$ cat config.mk
export PLATFORM = sky130hd
export DESIGN_NAME = rvm_monitor
export DESIGN_NICKNAME = d
export VERILOG_FILES = /design/src/shared/rvm_pkg.sv /design/src/core/rvm_range_check.sv /design/src/core/rvm_monitor.sv
export SDC_FILE = /design/constraint.sdc
export NUM_CORES = 1
export LEC_CHECK = 0
export ABC_CLOCK_PERIOD_IN_PS = 2900
export BUFFER_PORTS_ARGS = -buffer_cell sky130_fd_sc_hd__buf_2
export CORE_ASPECT_RATIO = 0.5
export CORE_MARGIN = 2
export CORE_UTILIZATION = 50
export DETAILED_ROUTE_END_ITERATION = 8
export PLACE_DENSITY = 0.78
export SYNTH_ARGS = -nofsm -noshare
export SYNTH_HDL_FRONTEND = slang
export SYNTH_SLANG_ARGS = --single-unit
$ cat constraint.sdc
create_clock -name i_mclk -period 2.9 [get_ports i_mclk]
set_input_delay 0.58 -clock i_mclk [delete_from_list [all_inputs] [get_ports i_mclk]]
set_output_delay 0.58 -clock i_mclk [all_outputs]
set_load 0.05 [all_outputs]
$ cat src/shared/rvm_pkg.sv
// Constants for the regulator output-voltage monitor
package rvm_pkg;
  localparam logic [8:0] RVM_ADDR_CTRL = 9'h114;
  localparam logic [8:0] RVM_ADDR_ENAB = 9'h115;
  localparam logic [7:0] RVM_CTRL_RESET = 8'h00;
  localparam logic [7:0] RVM_ENAB_RESET = 8'h00;
  localparam logic [7:0] RVM_ENAB_MASK = 8'hc4;
  localparam int RVM_DELAY_MSB = 7;
  localparam int RVM_DELAY_LSB = 6;
  localparam int RVM_MODE_MSB = 5;
  localparam int RVM_MODE_LSB = 4;
  localparam int RVM_DEB_BIT = 3;
  localparam int RVM_RES_BIT = 2;
  localparam int RVM_THR_MSB = 1;
  localparam int RVM_THR_LSB = 0;
  localparam int RVM_WATCH_THREE_BIT = 2;
  localparam int RVM_WATCH_SEVEN_BIT = 6;
  localparam int RVM_WATCH_EIGHT_BIT = 7;
  localparam logic [1:0] RVM_CHAN_THIRD = 2'h2;
  localparam int RVM_NREG = 3;
  localparam int RVM_VW = 8;
  localparam int RVM_THR_BASE_SHIFT = 2;
  localparam int RVM_RESET_HOLD_NS = 160;
  localparam int RVM_CLK_NS = 10;
  localparam int RVM_RESET_HOLD_CYC = RVM_RESET_HOLD_NS / RVM_CLK_NS;
  typedef enum logic [1:0] {
    RVM_MODE_LOCKOUT = 2'b00,
    RVM_MODE_NORMAL = 2'b01,
    RVM_MODE_BURST = 2'b10,
    RVM_MODE_RSVD = 2'b11
  } rvm_mode_t;
endpackage

$ cat src/core/rvm_range_check.sv
// Window comparator for one measured regulator output
`timescale 1ns/100ps
module rvm_range_check #(
  parameter int VW = rvm_pkg::RVM_VW
) (
  input wire logic [VW-1:0] i_value,
  input wire logic [VW-1:0] i_target,
  input wire logic [1:0] i_thr_sel,
  output logic o_out_of_range
);
  import rvm_pkg::*;
  logic [VW-1:0] diff;
  logic [VW-1:0] limit;
  logic [2:0] shift;

  // Deviation magnitude and limit of target/4, /8, /16, /32
  assign diff = (i_value > i_target) ? i_value - i_target : i_target - i_value;
  assign shift = 3'(RVM_THR_BASE_SHIFT) + {1'b0, i_thr_sel};
  assign limit = i_target >> shift;
  assign o_out_of_range = diff > limit;
endmodule

$ cat src/core/rvm_monitor.sv
// Regulator monitor control, event, shutdown and reset logic
`timescale 1ns/100ps
module rvm_monitor #(
  parameter int VW = rvm_pkg::RVM_VW,
  parameter int RESET_HOLD = rvm_pkg::RVM_RESET_HOLD_CYC
) (
  input wire logic i_mclk,
  input wire logic i_rst,
  input wire logic i_reg_wr,
  input wire logic i_reg_rd,
  input wire logic [8:0] i_reg_addr,
  input wire logic [7:0] i_reg_wdata,
  output logic [7:0] o_reg_rdata,
  input wire logic i_meas_valid,
  input wire logic [1:0] i_meas_chan,
  input wire logic [1:0] i_meas_reg,
  input wire logic [VW-1:0] i_meas_value,
  input wire logic [VW-1:0] i_target_three,
  input wire logic [VW-1:0] i_target_seven,
  input wire logic [VW-1:0] i_target_eight,
  input wire logic [rvm_pkg::RVM_NREG-1:0] i_reg_on,
  input wire logic i_event_clear,
  input wire logic i_range_fault_event_mask,
  output logic o_range_fault_event,
  output logic o_interrupt_out_n,
  output logic o_system_reset_out_n,
  output logic [rvm_pkg::RVM_NREG-1:0] o_reg_shutdown,
  output logic o_auto_normal,
  output logic o_auto_burst
);
  import rvm_pkg::*;

  logic [7:0] ctrl_r;
  logic [7:0] enab_r;
  logic [RVM_NREG-1:0] on_prev_r;
  logic [2:0] wait_r [RVM_NREG];
  logic [RVM_NREG-1:0] pend_r;
  logic [7:0] hold_r;
  logic [7:0] hold_nxt;
  logic event_nxt;

  rvm_mode_t mode;
  logic [1:0] delay_code;
  logic deb_en;
  logic res_en;
  logic [1:0] thr_sel;
  logic [RVM_NREG-1:0] watch;
  logic [VW-1:0] target_sel;
  logic oor;
  logic cand;
  logic hit;
  logic evt_set;
  logic wr_ctrl;
  logic wr_enab;
  logic [RVM_NREG-1:0] on_rise;
  logic [7:0] rd_mux;

  // Map a delay code to its count of skipped measurements
  function automatic logic [2:0] delay_count(input logic [1:0] code);
    case (code)
      2'b00: delay_count = 3'h0;
      2'b01: delay_count = 3'h1;
      2'b10: delay_count = 3'h2;
      default: delay_count = 3'h4;
    endcase
  endfunction

  // Field decode of the control and enable registers
  assign delay_code = ctrl_r[RVM_DELAY_MSB:RVM_DELAY_LSB];
  assign mode = rvm_mode_t'(ctrl_r[RVM_MODE_MSB:RVM_MODE_LSB]);
  assign deb_en = ctrl_r[RVM_DEB_BIT];
  assign res_en = ctrl_r[RVM_RES_BIT];
  assign thr_sel = ctrl_r[RVM_THR_MSB:RVM_THR_LSB];
  assign watch = {enab_r[RVM_WATCH_EIGHT_BIT], enab_r[RVM_WATCH_SEVEN_BIT],
                  enab_r[RVM_WATCH_THREE_BIT]};

  // Register port decode
  assign wr_ctrl = i_reg_wr && (i_reg_addr == RVM_ADDR_CTRL);
  assign wr_enab = i_reg_wr && (i_reg_addr == RVM_ADDR_ENAB);
  assign rd_mux = (i_reg_addr == RVM_ADDR_CTRL) ? ctrl_r :
                  (i_reg_addr == RVM_ADDR_ENAB) ? enab_r : 8'h00;

  // Target of the regulator being measured
  assign target_sel = (i_meas_reg == 2'h0) ? i_target_three :
                      (i_meas_reg == 2'h1) ? i_target_seven : i_target_eight;

  rvm_range_check #(.VW(VW)) u_check (
    .i_value(i_meas_value),
    .i_target(target_sel),
    .i_thr_sel(thr_sel),
    .o_out_of_range(oor)
  );

  // Qualified out-of-range candidate and debounced detection
  assign cand = i_meas_valid && (i_meas_reg < 2'(RVM_NREG)) && (mode == RVM_MODE_LOCKOUT)
                && watch[i_meas_reg] && i_reg_on[i_meas_reg]
                && (wait_r[i_meas_reg] == 3'h0) && oor;
  assign hit = cand && (!deb_en || pend_r[i_meas_reg]);
  assign on_rise = i_reg_on & ~on_prev_r;

  // Event sources per mode
  assign evt_set = hit
                   || (i_meas_valid && (mode == RVM_MODE_NORMAL))
                   || (i_meas_valid && (mode == RVM_MODE_BURST)
                       && (i_meas_chan == RVM_CHAN_THIRD));
  assign event_nxt = evt_set || (o_range_fault_event && !i_event_clear);

  // Reset output hold counter
  assign hold_nxt = (hit && res_en && i_range_fault_event_mask) ? 8'(RESET_HOLD) :
                    (hold_r != 8'h00) ? hold_r - 8'h01 : 8'h00;

  // Registers written by software
  always_ff @(posedge i_mclk or posedge i_rst) begin
    if (i_rst) begin
      ctrl_r <= RVM_CTRL_RESET;
      enab_r <= RVM_ENAB_RESET;
    end else begin
      if (wr_ctrl) ctrl_r <= i_reg_wdata;
      if (wr_enab) enab_r <= i_reg_wdata & RVM_ENAB_MASK;
    end
  end

  // Read data, mode outputs and status
  always_ff @(posedge i_mclk or posedge i_rst) begin
    if (i_rst) begin
      o_reg_rdata <= 8'h00;
      o_auto_normal <= 1'b0;
      o_auto_burst <= 1'b0;
      o_range_fault_event <= 1'b0;
      o_interrupt_out_n <= 1'b1;
    end else begin
      if (i_reg_rd) o_reg_rdata <= rd_mux;
      o_auto_normal <= (mode == RVM_MODE_NORMAL);
      o_auto_burst <= (mode == RVM_MODE_BURST);
      o_range_fault_event <= event_nxt;
      o_interrupt_out_n <= !(event_nxt && !i_range_fault_event_mask);
    end
  end

  // Start delay counters after regulator enable
  always_ff @(posedge i_mclk or posedge i_rst) begin
    if (i_rst) begin
      on_prev_r <= '0;
      for (int k = 0; k < RVM_NREG; k++) wait_r[k] <= 3'h0;
    end else begin
      on_prev_r <= i_reg_on;
      for (int k = 0; k < RVM_NREG; k++) begin
        if (on_rise[k]) begin
          wait_r[k] <= delay_count(delay_code);
        end else if (i_meas_valid && (i_meas_reg == 2'(k)) && (wait_r[k] != 3'h0)) begin
          wait_r[k] <= wait_r[k] - 3'h1;
        end
      end
    end
  end

  // Debounce memory and regulator shutdown
  always_ff @(posedge i_mclk or posedge i_rst) begin
    if (i_rst) begin
      pend_r <= '0;
      o_reg_shutdown <= '0;
    end else begin
      for (int k = 0; k < RVM_NREG; k++) begin
        // A sample taken before the regulator went off must not count
        if (!i_reg_on[k]) begin
          pend_r[k] <= 1'b0;
        end else if (i_meas_valid && (i_meas_reg == 2'(k))) begin
          pend_r[k] <= cand;
        end
        if (hit && (i_meas_reg == 2'(k))) begin
          o_reg_shutdown[k] <= 1'b1;
        end else if (!i_reg_on[k]) begin
          o_reg_shutdown[k] <= 1'b0;
        end
      end
    end
  end

  // Active-low system reset output
  always_ff @(posedge i_mclk or posedge i_rst) begin
    if (i_rst) begin
      hold_r <= 8'h00;
      o_system_reset_out_n <= 1'b1;
    end else begin
      hold_r <= hold_nxt;
      o_system_reset_out_n <= (hold_nxt == 8'h00);
    end
  end
endmodule

---- Word level (Yosys, flattened, before mapping) ----
Cells that the tools add are included.
storage, ports and cells
  flip-flop bits (word level) ............. 50
  input bits .............................. 63
  output and inout bits ................... 16
  logic and storage cells ................. 130
operators by class
  $add $sub $neg .......................... 7
  order comparisons ....................... 5
  equal/unequal tests ..................... 15
  shift operators ......................... 1
  multiplexer cells ....................... 35
  bitwise logic cells ..................... 3
  reduce and logical (&&, ||, !) cells .... 45
operators with widths
  kind                   number
  $mux W8                7
  $logic_and A1 B1 Y1    25
  $mux W3                8
  $eq A9 B9 Y1 const B   2
  $gt A8 B8 Y1           2
  $sub A8 B8 Y8          2
  $mux W1                15
  $ne A2 B1 Y1 const B   6
  $pmux W3 S3            1
  $reduce_bool A3 Y1     3
  $sub A3 B1 Y3 const B  3
  $eq A2 B2 Y1 const B   4
  $logic_not A8 Y1       1
  $reduce_bool A8 Y1     1
  $shr A8 B3 Y8          1
  $sub A8 B1 Y8 const B  1
  $bmux W1 S2            3
  $bmux W3 S2            1
  $eq A2 B1 Y1 const B   3
  $logic_not A2 Y1       3
  $reduce_bool A2 Y1     3
  $logic_not A1 Y1       4
  $logic_or A1 B1 Y1     4
  $add A2 B2 Y3 const A  1
  other kinds (7)        7

---- Logic depth before layout (Yosys ltp) ----
Gate-level depths: netlist of run 1.
  depth after elaboration ................. 13
  gate-level depth with buffers ........... 23
  gate-level depth less buffers ........... 19

---- By module ----
Synthesis of run 1 repeated with hierarchy kept, for this count alone.
second synthesis, totals
  cell total of the unflattened synthesis .. 394
  area, all modules ....................... 3687.3 um^2
modules (own cells, without submodules)
  module           times used  cells an instance  area each (um^2)  sequential area each (um^2)
  rvm_monitor      1           254                2628.8            1253.7
  rvm_range_check  1           140                1058.5            0.0

---- Worst setup path after synthesis of run 1 ----
Ideal clock, no wire load.
  path type ............................... input to register
  start point ............................. input port i_meas_reg[0]
  end point ............................... register hold_r[4]
  library setup time ...................... 0.118 ns
  data arrival time ....................... 5.335 ns
  data required time ...................... 2.782 ns
  path slack .............................. -2.553 ns
  stages on the path ...................... 23
  buffers on the path ..................... 4
  cells stage by stage .................... clkbuf_1 > buf_1 > mux2i_1 > nor2_1 > a21oi_1 > inv_1 > ha_1 > buf_4 > nand4_1 > o22ai_1 > a211oi_4 > nor2b_1 > a31o_2 > xnor2_1 > ha_1 > and3_1 > o21a_1 > a2111oi_0 > nor2_1 > or4b_1 > nor4bb_1 > buf_6 > a21o_1
on the way
  cells in the longest elaborated chain, start to end .. 11
  elaborated cells between the ends (all ways) .. 33
  classes of those cells .................. 2 x add/sub; 3 x order compare; 1 x eq/ne; 1 x shift; 13 x mux; 1 x bitwise; 12 x reduce/logical
RTL lines
  what                                                 line                                      text
  start: declaration                                   rvm_monitor.sv:16                         input wire logic [1:0] i_meas_reg,
  $eq A2 B1 Y1 (tied with other cells)                 rvm_monitor.sv:85                         (i_meas_reg == 2'h1) ? i_target_seven : i_target_eight;
  $mux W8 (tied with other cells)                      rvm_monitor.sv:85
  $mux W8 (tied with other cells)                      rvm_monitor.sv:84                         assign target_sel = (i_meas_reg == 2'h0) ? i_target_three :
  $sub A8 B8 Y8 (tied with other cells)                rvm_range_check.sv:17                     assign diff = (i_value > i_target) ? i_value - i_target : i_target - i_value;
  $mux W8 (tied with other cells)                      rvm_range_check.sv:17
  $gt A8 B8 Y1 or $logic_and A1 B1 Y1 (tied branches)  rvm_range_check.sv:20, rvm_monitor.sv:97
  $logic_and A1 B1 Y1                                  rvm_monitor.sv:97                         && (wait_r[i_meas_reg] == 3'h0) && oor;
  $logic_and A1 B1 Y1 *                                rvm_monitor.sv:98                         assign hit = cand && (!deb_en || pend_r[i_meas_reg]);
  $logic_and A1 B1 Y1 * (2 in series)                  rvm_monitor.sv:109                        assign hold_nxt = (hit && res_en && i_range_fault_event_mask) ? 8'(RESET_HOLD) :
  $mux W8 *                                            rvm_monitor.sv:109
  via hold_nxt[4]                                      rvm_monitor.sv:39                         logic [7:0] hold_nxt;
  end signal: assignment                               rvm_monitor.sv:185                        hold_r <= hold_nxt;
  end: declaration                                     rvm_monitor.sv:38                         logic [7:0] hold_r;
Mark *: on every way through the listed nets, which the timed path passes. The rest lies on a longest branch. The select of a mux whose other input is x is not followed.
A chain may end at the register's enable or synchronous reset.

---- Worst setup path in the final report of run 1 ----
Ends and elaborated chain as after synthesis.

==> impl_metrics.py, run 1 <==
metrics = {
    "detailed_routing": {
        "firstDrtPassIters": 4,
        "m1WireLength_microns": 3990,
        "drc": 0,
        "routed.top_layer": "met4",
        "vias": 3356,
        "dr_wl_met3_microns": 502,
        "wl_met2_microns": 4930,
        "via_per_inst": 5.43,
        "drt-total-wl_microns": 9590,
        "first_iter_violations": 114,
        "wl_per_cell_microns": 15.5,
        "antenna_left": 0,
    },
    "yosys": {
        "synthAdderAreaFrac_pct": 11.4,
        "syn-num-nets": 487,
        "yosysMostFrequentCell": "nand2_1",
        "synth_edf_count": 0,
        "ys_types": 54,
        "netlist_instances": 393,
        "async_flop_share_pct": 100,
        "synth_common_cells": "54 x nand2_1, 48 x dfrtp_1, 41 x inv_1",
        "yosysTopAreaCell": "dfrtp_1",
        "synth_top_family_by_area": "simple AND/OR/NAND/NOR gates",
        "yosys.area_share.simple_pct": 18.7,
        "ys.flop_type": "dfrtp_1",
        "yosys.area_share.xor_xnor_pct": 3.72,
        "synth-compound-area-share_pct": 15.0,
        "yosys-top-cells-area": "dfrtp_1 34%, ha_1 10%, nand2_1 5.7%, mux2i_1 4.8%, mux2_2 4.5%",
        "yosysTopAreaCellShare_pct": 34.0,
        "muxShareOfSynthArea_pct": 9.27,
        "synth-seq-area-share_pct": 35.5,
        "synth_area_per_cell_sq_um": 8.99,
        "synth.cell_area_sq_um": 3530,
        "yosys_warnings": 0,
        "ys_ff_latch": 50,
    },
    "sta": {
        "worst_pin_slew_ps": 717,
        "slew_violations": 0,
        "fin_skew_ps": 5.93,
        "fin_crit_sh_pct": 144,
        "setup_viol": 17,
        "whs_ps": 281,
        "max_slew_margin_pct": 52.1,
        "rsz0062_at_grt": "true",
        "final.setup.tns_ps": -20350,
        "max_freq_mhz": 239,
        "hold_viol": 0,
        "fin_crit_ps": 4180,
        "setup_ws_ps": -1280,
    },
    "cts": {
        "cts_tree": "built",
        "cts_inserted_buffers": 5,
        "clkTransAtPathRegs_ps": 60,
        "h-tree-depth": 2,
        "cts_root_buf": "clkbuf_16",
        "worstSkewPairLatency_ps": 290,
        "clock_sinks": 50,
        "cts.path.max_buffers": 2,
        "ctsHoldBuffers": 0,
    },
    "critical_path": {
        "critPathMaxFanout": 5,
        "r2r_start": "ctrl_r[1]",
        "arrival_ps": 4350,
        "reg2reg_slack_ps": 0,
        "cp_slowest_cell": "or4b_4",
        "required_ps": 3080,
        "startpoint_type": "input pin",
        "cpPeakStageDelay_ps": 530,
        "worstSetupPathType": "in2reg",
        "rr_worst_depth": 10,
        "r2r-end": "hold_r[4]",
        "crit_chain": "buf_12 > buf_12 > mux2i_1 > o21a_1 > inv_2 > ha_4 > buf_4 > nand4_1 > o22ai_2 > a211oi_4 > nor2b_1 > a31o_2 > xnor2_1 > ha_1 > a21o_1 > a2111oi_2 > nor2_1 > or4b_4 > nor4bb_4 > a21o_1",
        "end_kind": "flip-flop",
    },
    "pwr": {
        "cellLeakagePower_nw": 2.46,
        "pwr_density_cell_nw_per_um2": 521,
        "worst_ir_drop_vdd_uv": 275,
        "power_mw": 2.53,
    },
    "placement": {
        "dp_slack_ps": -1780,
        "port_buffers": 78,
        "routabilityCongestion": 1.00,
        "placed_area_sq_um": 4510,
        "dp_hpwl_microns": 7130,
    },
    "worst_hold_path": {
        "hold_class": "in2async",
    },
    "floorplan": {
        "die-area_sq_um": 7800,
        "initial_core_util_pct": 52.3,
        "core_sq_um": 6750,
        "ioPinCount": 79,
        "fp-row-count": 21,
        "die_w_microns": 123,
        "die_h_microns": 63.5,
    },
    "global_route": {
        "antenna_found_initial": 0,
        "overflow": 0,
        "grt_pass1_wl_microns": 15600,
        "grt_max_degree": 20,
        "grt_pass1_vias": 3450,
        "track_usage_pct": 25.6,
    },
    "run_status": {
        "status": "finished, violations left",
        "violations": "setup timing",
    },
    "finish": {
        "layout-drive-gt1-share_pct": 37.3,
        "nets": 619,
        "area_growth_pct": 37.4,
        "stdcell_area_sq_um": 4860,
        "diodes": 0,
    },
    "job": {
        "max-cap-violations": 0,
    },
}
-- how the worst max path moves through the flow --
stage | from | to | cells after the start
floorplan | i_meas_reg[0] | hold_r[4] | 22
global placement | i_meas_reg[0] | hold_r[4] | 18
detailed placement | i_meas_reg[0] | hold_r[4] | 21
CTS | i_meas_reg[0] | hold_r[4] | 20
global route | i_meas_reg[0] | hold_r[4] | 20
finish | i_meas_reg[0] | hold_r[4] | 20
-- kinds of logic (layout without fill, tap and decap cells) --
family                   count (synthesis)  after routing
multiplexers                            31             31
AND/OR/NAND/NOR                        132            133
adder cells (fa/ha/maj)                 31             31
XOR/XNOR                                15             15
flip-flops                              50             50
buffers and inverters                   55            187
AO/OA/AOI/OAI                           79             79
-- power by group --
group          total, mW  internal, mW  leakage [nW]  switching [mW]
registers          0.867         0.794         0.659          0.0738
logic               1.01         0.508          1.72           0.504
clock network      0.653         0.408        0.0781           0.245
-- registers in the layout (all words and copies together) (netlist names) --
signal,count
pend_r,3
on_prev_r,3
o_interrupt_out_n,1
o_auto_burst,1
o_range_fault_event,1
o_auto_normal,1
wait_r,9
o_reg_shutdown,3
o_reg_rdata,8
o_system_reset_out_n,1
hold_r,8
ctrl_r,8
enab_r,3
-- through the flow --
| stage | utilization, % | instances |
|---|---|---|
| 2_1_floorplan | - | 393 |
| 3_3_place_gp | 66.8 | 606 |
| 3_5_place_dp | 66.8 | 606 |
| 4_1_cts | 71.3 | 617 |
| 5_1_grt | 71.9 | 618 |
| 6_report | 71.9 | 618 |
-- cell type report --
| class | instances | area, sq um |
|---|---|---|
| Clock buffer | 7 | 133 |
| Clock inverter | 1 | 30.0 |
| Fill cell | 481 | 1900 |
| Inverter | 41 | 154 |
| Multi-Input combinational cell | 289 | 2270 |
| Sequential cell | 50 | 1250 |
| Tap cell | 92 | 115 |
| Timing Repair Buffer | 138 | 903 |
-- cell usage in the layout (no fill, tap or decap), drive strengths merged, types with 5 or more instances in the layout --
| cell | instances |
|---|---|
| ha | 29 |
| nor2b | 9 |
| clkbuf | 7 |
| xnor2 | 10 |
| inv | 41 |
| dfrtp | 48 |
| mux2i | 17 |
| xor2 | 5 |
| a21oi | 10 |
| o21a | 5 |
| nand2b | 7 |
| mux2 | 14 |
| nand2 | 54 |
| o21ai | 28 |
| nor3 | 5 |
| nor2 | 21 |
| buf | 138 |
| o211ai | 8 |
| nand4 | 10 |
-- repair_timing --
| item | in CTS | in global routing |
|---|---|---|
| pin swaps | 15 | 13 |
| endpoints found under the setup margin | 17 | 17 |
| setup buffers | 2 | 1 |
| resized for setup | 21 | 9 |
| gates cloned | 1 | 0 |
| endpoints found under the hold margin | 0 | 0 |
-- routing by layer --
metal	vias up	global-route usage, %
met5	-	0
met3	18	4.26
met2	88	44.6
met4	0	9.05
li1	1632	-
met1	1618	32.1
-- worst max-delay path, delay by kind of cell --
kind / cells / cell delay [ps]
mux: 1 / 170
compound gates: 7 / 1490
simple gates: 5 / 1060
buf+inv: 4 / 400
xor+xnor: 1 / 130
fa+ha+maj: 2 / 520
Note: power is estimated with default switching activity, not from simulation.
==> run 2: changes to the inputs <==
--- a/config.mk
+++ b/config.mk
@@ -7,10 +7,11 @@
 export LEC_CHECK = 0
 export ABC_CLOCK_PERIOD_IN_PS = 2900
-export BUFFER_PORTS_ARGS = -buffer_cell sky130_fd_sc_hd__buf_2
 export CORE_ASPECT_RATIO = 0.5
 export CORE_MARGIN = 2
-export CORE_UTILIZATION = 50
+export CORE_UTILIZATION = 57
 export DETAILED_ROUTE_END_ITERATION = 8
-export PLACE_DENSITY = 0.78
+export DONT_BUFFER_PORTS = 1
+export PLACE_DENSITY = 0.75
+export SETUP_SLACK_MARGIN = 0.2
 export SYNTH_ARGS = -nofsm -noshare
 export SYNTH_HDL_FRONTEND = slang
==> constraint.sdc (replaced) <==
create_clock -name i_mclk -period 2.9 [get_ports i_mclk]
set_input_delay 0.29 -clock i_mclk [delete_from_list [all_inputs] [get_ports i_mclk]]
set_output_delay 0.29 -clock i_mclk [all_outputs]
set_load 0.05 [all_outputs]
==> run 2 against run 1 <==
  * The run still ends with setup timing left
  * Sequential share of layout area rose by 3.7 points
  * Register-to-register slack better by 20 ps
  * First-iteration DRC count grew 69%
  * Clock skew is 1.9 ps lower
  * Combinational power down 9.9%
  * Cell area is 13% lower
  * Non-clock buffer count fell by 94
  * Worst setup slack gained 370 ps
  * Critical path depth is 3 lower
  * Utilization down 1.5 points
  * Worst hold slack worse by 250 ps
==> impl_metrics.py, run 2 (synthesis gave the netlist of run 1 again) <==
metrics = {
    "sta": {
        "whs_ps": 30.4,
        "slew_violations": 0,
        "fin_crit_sh_pct": 131,
        "max_freq_mhz": 263,
        "fin_crit_ps": 3810,
        "setup_ws_ps": -909,
        "setup_viol": 17,
        "max_slew_margin_pct": 32.7,
        "final.setup.tns_ps": -14110,
        "fin_skew_ps": 4.06,
        "worst_pin_slew_ps": 1010,
        "hold_viol": 0,
        "rsz0062_at_grt": "true",
    },
    "detailed_routing": {
        "routed.top_layer": "met4",
        "drt-total-wl_microns": 8820,
        "dr_wl_met3_microns": 557,
        "firstDrtPassIters": 4,
        "wl_met2_microns": 4490,
        "m1WireLength_microns": 3620,
        "antenna_left": 0,
        "wl_per_cell_microns": 17.0,
        "drc": 0,
        "first_iter_violations": 193,
        "vias": 2990,
        "via_per_inst": 5.75,
    },
    "critical_path": {
        "startpoint_type": "input pin",
        "r2r_start": "ctrl_r[1]",
        "crit_top_cell": "a21o_1",
        "arrival_ps": 3990,
        "cp_slowest_cell": "or4b_4",
        "crit_path_start": "i_meas_reg[0]",
        "crit_chain": "mux2i_4 > o21ai_2 > ha_2 > fa_2 > nor2b_4 > o31ai_4 > a211oi_4 > nor2b_1 > a31o_2 > xnor2_2 > ha_1 > a21o_1 > a2111oi_2 > nor2_1 > or4b_4 > nor4bb_4 > a21o_1",
        "critPathMaxFanout": 15,
        "cp-endpoint": "hold_r[4]",
        "end_kind": "flip-flop",
        "cpPeakStageDelay_ps": 530,
        "r2r-end": "hold_r[4]",
        "reg2reg_slack_ps": 20,
        "worstSetupPathType": "in2reg",
        "rr_worst_depth": 9,
        "required_ps": 3080,
    },
    "floorplan": {
        "core_sq_um": 6030,
        "die_h_microns": 59.7,
        "ioPinCount": 79,
        "die-area_sq_um": 6890,
        "die_w_microns": 115,
        "fp-row-count": 20,
        "initial_core_util_pct": 58.6,
    },
    "finish": {
        "area_growth_pct": 20.2,
        "diodes": 0,
        "final_cell_mix": "54 x nand2_1, 48 x dfrtp_1, 43 x buf_4",
        "layout_commonest_cell": "nand2_1",
        "largest-register": "wait_r",
        "layout-drive-gt1-share_pct": 22.9,
        "fill_cells": 450,
        "utilization_pct": 70.5,
        "nets": 525,
        "largest_register_ffs": 9,
    },
    "placement": {
        "dp_hpwl_microns": 6820,
        "routabilityCongestion": 0.937,
        "port_buffers": 0,
        "dp_slack_ps": -1210,
    },
    "worst_hold_path": {
        "hold_class": "in2reg",
    },
    "global_route": {
        "antenna_found_initial": 0,
        "overflow": 0,
        "grt_pass1_vias": 3044,
        "grt_pass1_wl_microns": 14300,
        "track_usage_pct": 27.1,
        "grt_max_degree": 51,
    },
    "cts": {
        "h-tree-depth": 2,
        "cts_tree": "built",
        "clock_sinks": 50,
        "worstSkewPairLatency_ps": 290,
        "ctsHoldBuffers": 0,
        "cts.path.max_buffers": 2,
        "cts_inserted_buffers": 5,
        "clkTransAtPathRegs_ps": 60,
        "cts_root_buf": "clkbuf_16",
    },
    "job": {
        "max-cap-violations": 0,
    },
    "pwr": {
        "power_mw": 2.39,
        "cellLeakagePower_nw": 1.98,
        "pwr_density_cell_nw_per_um2": 562,
        "worst_ir_drop_vdd_uv": 245,
    },
    "run_status": {
        "violations": "setup timing",
        "status": "finished, violations left",
    },
}
## run 2: through the flow
stage          instance area [sq um]  std cells
3_3_place_gp                    3970        509
6_report                        4250        520
3_5_place_dp                    3970        509
4_1_cts                         4180        518
2_1_floorplan                   3640        393
5_1_grt                         4250        520
## run 2: power breakdown
group	internal, mW	switching (mW)
clock	0.341	0.244
sequential	0.794	0.0985
combinational	0.454	0.455
## run 2: cell type report
cell class | instances | area, sq um | share of cell area, %
clock buffers | 6 | 139 | 3.27
repair buffers | 44 | 334 | 7.86
inverters | 41 | 154 | 3.62
flip-flops and latches | 50 | 1250 | 29.5
clock inverters | 2 | 12.5 | 0.294
well taps | 88 | 110 | 2.59
multi-input cells | 289 | 2250 | 52.9
## run 2: worst min-delay path by stage
stage | from | end | slack [ps] | depth (start not counted)
final | i_reg_on[0] | on_prev_r[0] | 30 | 0
after detailed placement | i_reg_on[0] | on_prev_r[0] | 320 | 0
after global placement | i_reg_on[0] | on_prev_r[0] | 320 | 0
after CTS | i_reg_on[0] | on_prev_r[0] | 20 | 0
after global routing | i_reg_on[1] | on_prev_r[1] | 20 | 0
after floorplan | i_reg_on[0] | on_prev_r[0] | 320 | 0
## run 2: timing repair
item	4_1_cts	5_1_grt
cloned	0	1
setup buffers	1	1
resized for setup	11	9
setup endpoints to repair	17	17
pin swaps	6	5
## run 2: worst max-delay path, delay by kind of cell
kind,cells,cell delay [ps]
xor+xnor,1,140
mux,1,190
simple gates,5,1100
fa+ha+maj,3,850
compound gates,7,1430
## run 2: routing by layer
metal	up-vias	global-route usage [%]
li1	1447	-
met1	1448	32.1
met2	80	49.5
met3	15	7.00
met4	0	7.92
met5	-	0
